**src/hw/dam_pkg.sv**
```systemverilog
`default_nettype none
package dam_pkg;
  // ****************************************
  // register map (16-bit words, 5-bit address)
  // ****************************************
  localparam logic [4:0]  A_PROD_SEL   = 5'h00;
  localparam logic [4:0]  A_OUT_FMT    = 5'h01;
  localparam logic [4:0]  A_ITEM_SEL0  = 5'h02;
  localparam logic [4:0]  A_SUBIDX0    = 5'h0C;
  localparam logic [4:0]  A_IRQ_STAT   = 5'h11;
  localparam logic [4:0]  A_IRQ_MASK   = 5'h12;
  localparam logic [4:0]  A_CMD_STATE  = 5'h13;
  localparam int          NUM_ITEMS    = 10;
  localparam int          NUM_SUB      = 5;
  localparam logic [15:0] SEL_NONE     = 16'h270F;
  localparam logic [15:0] SEL_MAX      = 16'h0FFF;
  localparam logic [15:0] OUT_FMT_RST  = 16'h0015;
  localparam logic [1:0]  PROD_SEL_RST = 2'h0;
  // ****************************************
  // assembly instances and objects
  // ****************************************
  localparam logic [1:0]  PS_BASIC     = 2'h0;
  localparam logic [1:0]  PS_EXT       = 2'h1;
  localparam logic [1:0]  PS_TRQ       = 2'h2;
  localparam logic [1:0]  PS_EXT_TRQ   = 2'h3;
  localparam logic [15:0] OUT_BASIC    = 16'h0014;
  localparam logic [15:0] OUT_EXT      = 16'h0015;
  localparam logic [15:0] OUT_TRQ      = 16'h0016;
  localparam logic [15:0] OUT_EXT_TRQ  = 16'h0017;
  localparam logic [2:0]  LEN_SHORT    = 3'h4;
  localparam logic [2:0]  LEN_LONG     = 3'h6;
  localparam logic [7:0]  CLS_CSUP     = 8'h29;
  localparam logic [7:0]  CLS_DRIVE    = 8'h2A;
  localparam logic [7:0]  CLS_PARAM    = 8'h00;
  localparam logic [7:0]  AT_RUN_REV   = 8'h04;
  localparam logic [7:0]  AT_RUN_FWD   = 8'h03;
  localparam logic [7:0]  AT_FLT_CLR   = 8'h0C;
  localparam logic [7:0]  AT_NET_CTRL  = 8'h05;
  localparam logic [7:0]  AT_NET_REF   = 8'h04;
  localparam logic [7:0]  AT_SPEED     = 8'h08;
  localparam logic [7:0]  AT_TORQUE    = 8'h0C;
  localparam int          B_RUN_FWD    = 0;
  localparam int          B_RUN_REV    = 1;
  localparam int          B_FLT_CLR    = 2;
  localparam int          B_NET_CTRL   = 5;
  localparam int          B_NET_REF    = 6;
  localparam int          IRQ_FRAME    = 0;
  localparam int          IRQ_PROD     = 1;
  localparam int          IRQ_DROP     = 2;
  localparam int          IRQ_OVR      = 3;
  localparam int          NUM_STEPS    = 17;
  localparam logic [4:0]  STEP_ITEM0   = 5'h07;
  localparam logic [4:0]  STEP_LAST    = 5'h10;
endpackage
`default_nettype wire

```
**src/hw/dam_cmd_if.sv**
```systemverilog
`timescale 1ns/1ps
`default_nettype none
// one consumed frame handed from the parser to the dispatcher
interface dam_cmd_if;
  logic                    go;
  logic                    busy;
  logic [16:0]             en;
  logic [7:0]              cmd;
  logic [15:0]             speed;
  logic [15:0]             torque;
  logic [9:0][15:0]        val;
  logic [9:0][15:0]        sel;
  logic [9:0][7:0]         sub;
  modport src (output go, en, cmd, speed, torque, val, sel, sub, input busy);
  modport dst (input go, en, cmd, speed, torque, val, sel, sub, output busy);
endinterface
`default_nettype wire

```
**src/hw/dam_dispatch.sv**
```systemverilog
`timescale 1ns/1ps
`default_nettype none
module dam_dispatch (
  input  wire logic        mclk_in,
  input  wire logic        rstn_in,
  dam_cmd_if.dst           cif,
  output logic             attr_wr_out,
  output logic [7:0]       attr_class_out,
  output logic [15:0]      attr_index_out,
  output logic [7:0]       attr_id_out,
  output logic [15:0]      attr_data_out
);
  import dam_pkg::*;
  typedef enum logic {DS_IDLE, DS_RUN} dam_disp_st_t;
  dam_disp_st_t     st;
  logic [4:0]       step;
  logic [3:0]       k;
  logic [16:0]      en;
  logic [7:0]       cmd;
  logic [15:0]      spd;
  logic [15:0]      trq;
  logic [9:0][15:0] val;
  logic [9:0][15:0] sel;
  logic [9:0][7:0]  sub;
  assign cif.busy = (st == DS_RUN);
  assign k = 4'(step - STEP_ITEM0);
  always_ff @(posedge mclk_in) begin
    if (!rstn_in) begin
      st   <= DS_IDLE;
      step <= 5'h00;
    end else begin
      unique case (st)
        DS_IDLE: if (cif.go) begin
          st   <= DS_RUN;
          step <= 5'h00;
        end
        DS_RUN: begin
          step <= step + 5'h01;
          if (step == STEP_LAST) st <= DS_IDLE;
        end
      endcase
    end
  end
  // snapshot so a following frame cannot tear the writes in flight
  always_ff @(posedge mclk_in) begin
    if (cif.go && st == DS_IDLE) begin
      en  <= cif.en;
      cmd <= cif.cmd;
      spd <= cif.speed;
      trq <= cif.torque;
      val <= cif.val;
      sel <= cif.sel;
      sub <= cif.sub;
    end
  end
  always_ff @(posedge mclk_in) begin
    if (!rstn_in) begin
      attr_wr_out    <= 1'b0;
      attr_class_out <= 8'h00;
      attr_index_out <= 16'h0000;
      attr_id_out    <= 8'h00;
      attr_data_out  <= 16'h0000;
    end else begin
      attr_wr_out    <= (st == DS_RUN) && en[step];
      attr_class_out <= CLS_CSUP;
      attr_index_out <= 16'h0001;
      attr_data_out  <= 16'h0000;
      unique case (step)
        5'h00: begin attr_id_out <= AT_RUN_REV; attr_data_out[0] <= cmd[B_RUN_REV]; end // [RQ7]
        5'h01: begin attr_id_out <= AT_RUN_FWD; attr_data_out[0] <= cmd[B_RUN_FWD]; end // [RQ7]
        5'h02: begin attr_id_out <= AT_FLT_CLR; attr_data_out[0] <= cmd[B_FLT_CLR]; end // [RQ7]
        5'h03: begin attr_id_out <= AT_NET_CTRL; attr_data_out[0] <= cmd[B_NET_CTRL]; end // [RQ7]
        5'h04: begin
          attr_class_out   <= CLS_DRIVE; // [RQ8]
          attr_id_out      <= AT_NET_REF;
          attr_data_out[0] <= cmd[B_NET_REF];
        end
        5'h05: begin attr_class_out <= CLS_DRIVE; attr_id_out <= AT_SPEED; attr_data_out <= spd; end // [RQ8]
        5'h06: begin attr_class_out <= CLS_DRIVE; attr_id_out <= AT_TORQUE; attr_data_out <= trq; end // [RQ8]
        default: begin
          attr_class_out <= CLS_PARAM;
          attr_index_out <= (k < 4'(NUM_ITEMS)) ? sel[k] : 16'h0000;
          attr_id_out    <= (k < 4'(NUM_ITEMS)) ? sub[k] : 8'h00;
          attr_data_out  <= (k < 4'(NUM_ITEMS)) ? val[k] : 16'h0000;
        end
      endcase
    end
  end
endmodule
`default_nettype wire

```
**src/hw/dam_mapper.sv**
```systemverilog
// Design decisions made here: strobed register access and the address map.
`timescale 1ns/1ps
`default_nettype none
// Summary of operation
// [RQ1] basic status image: four bytes, run and fault
// [RQ2] extended status image: eight flags, state, speed
// [RQ3] speed and torque image: basic plus torque
// [RQ4] extended image plus torque, six bytes
// [RQ5] fixed block first, user items from n
// [RQ6] item subindex from lower/upper setting byte
// [RQ7] command bits go to supervisor attributes
// [RQ8] reference and setpoints go to drive attributes
// [RQ9] 9999 item is empty; unknown item unwritten
// [RQ10] each produced image is one consistent sample
module dam_mapper (
  input  wire logic        mclk_in,
  input  wire logic        rstn_in,
  input  wire logic [4:0]  reg_addr_in,
  input  wire logic [15:0] reg_wdata_in,
  input  wire logic        reg_wr_in,
  input  wire logic        reg_rd_in,
  output logic [15:0]      reg_rdata_out,
  output logic             irq_out,
  input  wire logic        faulted_in,
  input  wire logic        warning_in,
  input  wire logic        run_fwd_in,
  input  wire logic        run_rev_in,
  input  wire logic        ready_in,
  input  wire logic        ctrl_from_net_in,
  input  wire logic        ref_from_net_in,
  input  wire logic        at_reference_in,
  input  wire logic [7:0]  drive_state_in,
  input  wire logic [15:0] speed_actual_in,
  input  wire logic [15:0] torque_actual_in,
  input  wire logic        produce_req_in,
  output logic [47:0]      tx_image_out,
  output logic [2:0]       tx_len_out,
  output logic             tx_valid_out,
  input  wire logic        rx_valid_in,
  input  wire logic        rx_sof_in,
  input  wire logic        rx_eof_in,
  input  wire logic [7:0]  rx_byte_in,
  output logic             attr_wr_out,
  output logic [7:0]       attr_class_out,
  output logic [15:0]      attr_index_out,
  output logic [7:0]       attr_id_out,
  output logic [15:0]      attr_data_out
);
  import dam_pkg::*;

  // ****************************************
  // helpers
  // ****************************************
  function automatic logic [2:0] fmt_len(input logic [15:0] f);
    logic [2:0] r;
    r = 3'h0;
    if (f == OUT_BASIC || f == OUT_EXT) r = LEN_SHORT;
    if (f == OUT_TRQ || f == OUT_EXT_TRQ) r = LEN_LONG;
    return r;
  endfunction

  // a repeated selector counts as empty behind its first use
  function automatic logic item_skip(input logic [9:0][15:0] s,
                                     input int k);
    logic r;
    r = (s[k] == SEL_NONE);
    for (int j = 0; j < NUM_ITEMS; j++) begin
      if (j < k && s[j] == s[k]) r = 1'b1;
    end
    return r;
  endfunction

  function automatic logic [3:0] next_item(input logic [9:0][15:0] s,
                                           input int from);
    logic [3:0] r;
    r = 4'(NUM_ITEMS);
    for (int j = NUM_ITEMS - 1; j >= 0; j--) begin
      if (j >= from && !item_skip(s, j)) r = 4'(j);
    end
    return r;
  endfunction

  // ****************************************
  // registers
  // ****************************************
  logic [1:0]       prod_sel;
  logic [15:0]      out_fmt;
  logic [9:0][15:0] item_sel;
  logic [4:0][15:0] sub_set;
  logic [3:0]       irq_stat;
  logic [3:0]       irq_mask;
  logic [3:0]       irq_ev;
  logic [3:0]       irq_clr;
  logic [15:0]      next_rdata;
  logic [7:0]       cmd_seen;

  always_ff @(posedge mclk_in) begin
    if (!rstn_in) begin
      prod_sel <= PROD_SEL_RST;
      out_fmt  <= OUT_FMT_RST;
      item_sel <= {NUM_ITEMS{SEL_NONE}};
      sub_set  <= '0;
      irq_mask <= 4'h0;
    end else if (reg_wr_in) begin
      if (reg_addr_in == A_PROD_SEL) prod_sel <= reg_wdata_in[1:0];
      if (reg_addr_in == A_OUT_FMT) out_fmt <= reg_wdata_in;
      if (reg_addr_in == A_IRQ_MASK) irq_mask <= reg_wdata_in[3:0];
      for (int i = 0; i < NUM_ITEMS; i++) begin
        if (reg_addr_in == A_ITEM_SEL0 + 5'(i)) item_sel[i] <= reg_wdata_in;
      end
      for (int i = 0; i < NUM_SUB; i++) begin
        if (reg_addr_in == A_SUBIDX0 + 5'(i)) sub_set[i] <= reg_wdata_in;
      end
    end
  end

  // write-one-to-clear; a new event in the same cycle wins
  assign irq_clr = (reg_wr_in && reg_addr_in == A_IRQ_STAT) ? reg_wdata_in[3:0] : 4'h0;

  always_ff @(posedge mclk_in) begin
    if (!rstn_in) irq_stat <= 4'h0;
    else irq_stat <= (irq_stat & ~irq_clr) | irq_ev;
  end

  assign irq_out = |(irq_stat & irq_mask);

  always_comb begin
    next_rdata = 16'h0000;
    if (reg_rd_in) begin
      if (reg_addr_in == A_PROD_SEL) next_rdata = {14'h0000, prod_sel};
      if (reg_addr_in == A_OUT_FMT) next_rdata = out_fmt;
      if (reg_addr_in == A_IRQ_STAT) next_rdata = {12'h000, irq_stat};
      if (reg_addr_in == A_IRQ_MASK) next_rdata = {12'h000, irq_mask};
      if (reg_addr_in == A_CMD_STATE) next_rdata = {8'h00, cmd_seen};
      for (int i = 0; i < NUM_ITEMS; i++) begin
        if (reg_addr_in == A_ITEM_SEL0 + 5'(i)) next_rdata = item_sel[i];
      end
      for (int i = 0; i < NUM_SUB; i++) begin
        if (reg_addr_in == A_SUBIDX0 + 5'(i)) next_rdata = sub_set[i];
      end
    end
  end

  // data stands only in the cycle after the read strobe
  always_ff @(posedge mclk_in) begin
    if (!rstn_in) reg_rdata_out <= 16'h0000;
    else reg_rdata_out <= next_rdata;
  end

  // ****************************************
  // producing side
  // ****************************************
  logic [7:0]  basic_flags;
  logic [7:0]  ext_flags;
  logic [47:0] next_img;
  logic        prod_ext;
  logic        prod_trq;

  assign prod_ext = prod_sel[0];
  assign prod_trq = prod_sel[1];
  assign basic_flags = {5'h00, run_fwd_in, 1'b0, faulted_in}; // [RQ1]
  assign ext_flags = {at_reference_in, ref_from_net_in, ctrl_from_net_in, ready_in,
                      run_rev_in, run_fwd_in, warning_in, faulted_in}; // [RQ2]

  always_comb begin
    next_img[7:0]   = prod_ext ? ext_flags : basic_flags; // [RQ3] [RQ4]
    next_img[15:8]  = prod_ext ? drive_state_in : 8'h00; // [RQ2]
    next_img[31:16] = speed_actual_in; // [RQ1]
    next_img[47:32] = prod_trq ? torque_actual_in : 16'h0000; // [RQ3]
  end

  // all bytes taken on the same edge, so no frame mixes two samples
  always_ff @(posedge mclk_in) begin
    if (!rstn_in) begin
      tx_valid_out <= 1'b0;
      tx_image_out <= 48'h000000000000;
      tx_len_out   <= LEN_SHORT;
    end else begin
      tx_valid_out <= produce_req_in;
      if (produce_req_in) begin
        tx_image_out <= next_img; // [RQ10]
        tx_len_out   <= prod_trq ? LEN_LONG : LEN_SHORT; // [RQ4]
      end
    end
  end

  // ****************************************
  // consuming side
  // ****************************************
  dam_cmd_if cif ();

  logic [2:0]       nlen;
  logic [4:0]       nlen5;
  logic [4:0]       pos;
  logic [4:0]       cur_pos;
  logic [3:0]       item_idx;
  logic [3:0]       cur_idx;
  logic             half;
  logic             cur_half;
  logic             in_user;
  logic [5:0][7:0]  fix_buf;
  logic [9:0][15:0] item_val;
  logic [9:0]       item_got;
  logic [9:0]       exists;
  logic             frame_done;

  assign nlen = fmt_len(out_fmt);
  assign nlen5 = {2'h0, nlen};
  assign cur_pos = rx_sof_in ? 5'h00 : pos;
  assign cur_idx = rx_sof_in ? next_item(item_sel, 0) : item_idx; // [RQ9]
  assign cur_half = rx_sof_in ? 1'b0 : half;
  assign in_user = cur_pos >= nlen5 && cur_idx < 4'(NUM_ITEMS); // [RQ5]

  always_ff @(posedge mclk_in) begin
    if (!rstn_in) begin
      pos      <= 5'h00;
      item_idx <= 4'h0;
      half     <= 1'b0;
      item_got <= 10'h000;
    end else if (rx_valid_in) begin
      if (cur_pos != 5'h1F) pos <= cur_pos + 5'h01;
      if (rx_sof_in) item_got <= 10'h000;
      if (in_user && cur_half) begin
        item_got[cur_idx] <= 1'b1;
        item_idx <= next_item(item_sel, int'(cur_idx) + 1); // [RQ9]
        half     <= 1'b0;
      end else begin
        item_idx <= cur_idx;
        half     <= cur_half ^ in_user;
      end
    end
  end

  // data bytes carry no reset; the valid bits guard them
  always_ff @(posedge mclk_in) begin
    if (rx_valid_in && cur_pos < nlen5) fix_buf[cur_pos[2:0]] <= rx_byte_in; // [RQ5]
    if (rx_valid_in && in_user) begin
      if (cur_half) item_val[cur_idx][15:8] <= rx_byte_in;
      else item_val[cur_idx][7:0] <= rx_byte_in;
    end
  end

  always_ff @(posedge mclk_in) begin
    if (!rstn_in) begin
      frame_done <= 1'b0;
      cmd_seen   <= 8'h00;
    end else begin
      frame_done <= rx_valid_in && rx_eof_in;
      if (frame_done && nlen != 3'h0) cmd_seen <= fix_buf[0];
    end
  end

  for (genvar k = 0; k < NUM_ITEMS; k++) begin : g_item
    assign exists[k] = item_sel[k] <= SEL_MAX; // [RQ9]
    assign cif.sub[k] = (k % 2 == 1) ? sub_set[k / 2][15:8] : sub_set[k / 2][7:0]; // [RQ6]
  end

  assign cif.go = frame_done && !cif.busy;
  assign cif.cmd = fix_buf[0];
  assign cif.speed = {fix_buf[3], fix_buf[2]};
  assign cif.torque = {fix_buf[5], fix_buf[4]};
  assign cif.val = item_val;
  assign cif.sel = item_sel;
  assign cif.en[1] = nlen != 3'h0; // [RQ7]
  assign cif.en[2] = nlen != 3'h0;
  assign cif.en[5] = nlen != 3'h0; // [RQ8]
  assign cif.en[0] = out_fmt == OUT_EXT || out_fmt == OUT_EXT_TRQ;
  assign cif.en[3] = cif.en[0];
  assign cif.en[4] = cif.en[0];
  assign cif.en[6] = nlen == LEN_LONG;
  assign cif.en[16:7] = item_got & exists; // [RQ9]

  assign irq_ev[IRQ_FRAME] = frame_done;
  assign irq_ev[IRQ_PROD] = produce_req_in;
  assign irq_ev[IRQ_DROP] = frame_done && |(item_got & ~exists);
  assign irq_ev[IRQ_OVR] = frame_done && cif.busy;

  dam_dispatch u_dispatch (
    .mclk_in        (mclk_in),
    .rstn_in        (rstn_in),
    .cif            (cif),
    .attr_wr_out    (attr_wr_out),
    .attr_class_out (attr_class_out),
    .attr_index_out (attr_index_out),
    .attr_id_out    (attr_id_out),
    .attr_data_out  (attr_data_out)
  );
endmodule
`default_nettype wire

```
**config.mk**
```make
export PLATFORM = sky130hd
export DESIGN_NAME = dam_mapper
export DESIGN_NICKNAME = d
export VERILOG_FILES = /design/src/hw/dam_pkg.sv /design/src/hw/dam_cmd_if.sv /design/src/hw/dam_dispatch.sv /design/src/hw/dam_mapper.sv
export SDC_FILE = /design/constraint.sdc
export NUM_CORES = 2
export LEC_CHECK = 0
export BUFFER_PORTS_ARGS = -buffer_cell sky130_fd_sc_hd__buf_2
export CAP_MARGIN = 20
export CELL_PAD_IN_SITES_DETAIL_PLACEMENT = 1
export CELL_PAD_IN_SITES_GLOBAL_PLACEMENT = 1
export CORE_MARGIN = 4
export CORE_UTILIZATION = 50
export DETAILED_ROUTE_END_ITERATION = 12
export PLACE_DENSITY = 0.76
export SLEW_MARGIN = 20
export SYNTH_ARGS = -nofsm -noshare
export SYNTH_HDL_FRONTEND = slang
export SYNTH_SLANG_ARGS = --single-unit
```
**constraint.sdc**
```tcl
create_clock -name mclk_in -period 28.4 [get_ports mclk_in]
set_input_delay 1.42 -clock mclk_in [delete_from_list [all_inputs] [get_ports mclk_in]]
set_output_delay 1.42 -clock mclk_in [all_outputs]
set_load 0.01 [all_outputs]
```
==> impl_metrics.tcl <==
set metrics [dict create \
    status "completed" \
    die_height_um 328 \
    globalRoute.totalOverflow 0 \
    p_leak_nw 21.2 \
    cts_tree "yes" \
    fin_nets 4693 \
    grt_max_degree 184 \
    ff_latch_area_um2 27800 \
    p_sw_share_pct 24.2 \
    grt_pass1_wl_mm 285 \
    routedWlPerCell_um 32.8 \
    drv_slew 0 \
    synth_edf_count 650 \
    power.switching_mw 0.824 \
    post_cts_buffers 0 \
    clk_latency_ns 0.74 \
    pwr_density_cell_nw_per_um2 59.7 \
    tightest_slew_ns 1.39 \
    grt_usage_pct 36.3 \
    pwr-share-comb_pct 7.1 \
    synthTopCellsByArea "edfxtp_1 38%, dfxtp_1 16%, xor2_1 6.8%, xnor2_1 5.5%, nand2_1 4.5%" \
    setup_viol 0 \
    cts_sinks 1061 \
    start_util_pct 50.4 \
    worst-path-max-fanout 21 \
    detail_route.vias_per_cell 6.42 \
    met3_usage_pct 9.01 \
    nFillCells 10600 \
    grtUsageMet2_pct 56.0 \
    max_slew_margin_pct 7.13 \
    route.detailed.drc 0 \
    ant_nets 0 \
    synth_seq_cells 1061 \
    wirelength_mm 199 \
    crit_path_end_kind "flop" \
    clkTransAtPathRegs_ns 0.07 \
    setup_slack_ns 22.76 \
    critical_path_required_ns 29.01 \
    synthFlopType "edfxtp_1" \
    cp.arrival_ns 6.24 \
    io_pins 203 \
    syn_area_per_cell_um2 11.3 \
    hold_class "reg2reg" \
    die_w_um 328 \
    synth_top_area_share_pct 38.0 \
    crit_type "reg2reg" \
    finalHoldViolations 0 \
    ctsHoldBuffers 0 \
    rows 117 \
    initialDrtViolationCount 4966 \
    grt_pass1_vias 40200 \
    mappedNetlistArea_um2 51300 \
    min_period_ns 5.64 \
    internal-power_mw 2.57 \
    skew_ns 0.0722 \
    layout_commonest_cell "edfxtp_1" \
    grt_antenna_before_repair 11 \
    clk_path_buf_depth 3 \
    first_pass_iters 8 \
    place_congestion 0.994 \
    syn_to_final_growth_pct 10.8 \
    synthArstFlopShare_pct 0 \
    top_usage_layer "met2" \
    peakVddDrop_v 0.0000608 \
    clock.fmax_mhz 177 \
    maxCapViolCount 0 \
    grt_util_met1_pct 46.3 \
    die-area_um2 108000 \
    yosysTopAreaCell "edfxtp_1" \
    post-route-period-util_pct 19.8 \
    preCtsSetupSlack_ns 22.87 \
    synth_cells 4549 \
    final_cell_mix "650 x edfxtp_1, 616 x nand2_1, 408 x dfxtp_1" \
    p_clk_share_pct 43.6 \
    cts_made_buffers 111 \
    cp-start-kind "flop" \
    rsz0062_at_grt "no" \
    synth.distinct_cells 93 \
    drive_gt1_share_pct 13.7 \
    ys_seq_area_share_pct 54.0 \
    route.vias.total 38900 \
    tns_ns 0 \
    dp_hpwl_mm 129 \
    coreArea_um2 102000 \
    cts_root_buf "clkbuf_16" \
    yosysWarnings 0 \
    io_buffers 196 \
    cts_resized 0 \
    multi_input_area_um2 21600 \
    htreeDepth 3 \
    p_seq_share_pct 49.3 \
]
[critical path, stage by stage (launching register included)]
cell and delay [ns]:
dfxtp_1 1.01, nor4b_1 0.32, nand3_1 0.11, o41ai_1 0.58
nor3_1 0.22, o41ai_1 0.34, a21o_1 0.21, a21oi_4 0.13
inv_1 0.18, ha_1 0.49, nor3b_2 0.89, o21ai_1 0.21
a21boi_1 0.22, a21oi_1 0.25, nor2_1 0.08, a32o_1 0.25
[per-layer routing]
layer,routed length (um),up-vias,share of wire [%]
met4,15000,10,7.5
met3,20500,783,10
li1,-,16200,-
met5,76,-,0.038
met1,75000,19600,38
met2,88400,2397,44
[kinds of logic after synthesis]
kind of cell | count (synthesis) | share of synthesized area, %
AO/OA/AOI/OAI | 553 | 7.58
AND/OR/NAND/NOR | 1567 | 15.4
buffers and inverters | 421 | 4.12
XOR/XNOR | 723 | 12.3
other | 2 | 0.0146
flip-flops | 1061 | 54.0
adder cells (fa/ha/maj) | 13 | 0.317
multiplexers | 209 | 6.15
[final cells by class]
| cell class | count | share of cell area [%] |
|---|---|---|
| Clock inverter | 63 | 1.13 |
| Tap cell | 1368 | 3.01 |
| Timing Repair Buffer | 325 | 3.52 |
| Clock buffer | 149 | 5.39 |
| Sequential cell | 1061 | 48.8 |
| Antenna cell | 3 | 0.0132 |
| Multi-Input combinational cell | 3071 | 38.0 |
| Inverter | 25 | 0.165 |
[final timing paths]
check                           slack [ns]                  to  cells past startpoint          from
worst max-delay path                 22.76         item_idx[3]                     15  cif.sel[131]
worst min-delay path                  0.39  u_dispatch.val[25]                      0   cif.val[25]
worst max register to register       22.76         item_idx[3]                     15  cif.sel[131]
worst min register to register        0.39  u_dispatch.val[25]                      0   cif.val[25]
[registers in the layout (all words and copies together) (netlist names), 8 cells and up]
signal	count
cif.cmd	8
cif.sel	160
cif.speed	16
cif.sub	80
cif.torque	16
cif.val	160
cmd_seen	8
item_got	10
out_fmt	16
reg_rdata_out	16
tx_image_out	48
u_dispatch.attr_data_out	16
u_dispatch.attr_id_out	8
u_dispatch.attr_index_out	16
u_dispatch.en	13
u_dispatch.sel	160
u_dispatch.spd	16
u_dispatch.sub	80
u_dispatch.trq	16
u_dispatch.val	160
[cells in the mapped netlist (all sizes together), types with 4 or more instances]
master	instances
a211oi	7
a21boi	180
a21oi	80
a221o	8
a221oi	15
a222oi	4
a22o	13
a22oi	60
a31oi	18
a41oi	4
and2	163
and3	24
buf	199
clkbuf	197
dfxtp	411
edfxtp	650
ha	13
inv	24
mux2	22
mux2i	104
mux4	83
nand2	617
nand2b	5
nand3	121
nand3b	12
nand4	123
nand4b	11
nor2	157
nor2b	117
nor3	34
nor3b	12
nor4	139
nor4b	10
o21a	7
o21ai	71
o22a	19
o22ai	32
o41ai	9
or3	13
xnor2	322
xor2	401
[power groups by stage]
stage                     clock network (mW)  registers [mW]  logic (mW)
after floorplan                            0            1.71       0.151
after global placement                     0            1.71       0.231
after detailed placement                   0            1.71       0.235
after CTS                               1.49            1.68       0.236
after global routing                    1.56            1.68       0.253
final                                   1.48            1.68       0.241
[through the flow]
stage	power (mW)	area [um^2]	hold WS (ns)	cells	util, %
2_1_floorplan	1.86	51400	0.400	4553	-
6_report	3.40	56900	0.391	6065	55.8
3_5_place_dp	1.94	53100	0.406	5848	52.2
4_1_cts	3.40	56900	0.387	6060	55.8
5_1_grt	3.49	56900	0.388	6062	55.8
3_3_place_gp	1.94	53100	0.400	5848	52.2
(Power assumes the default switching activity.)
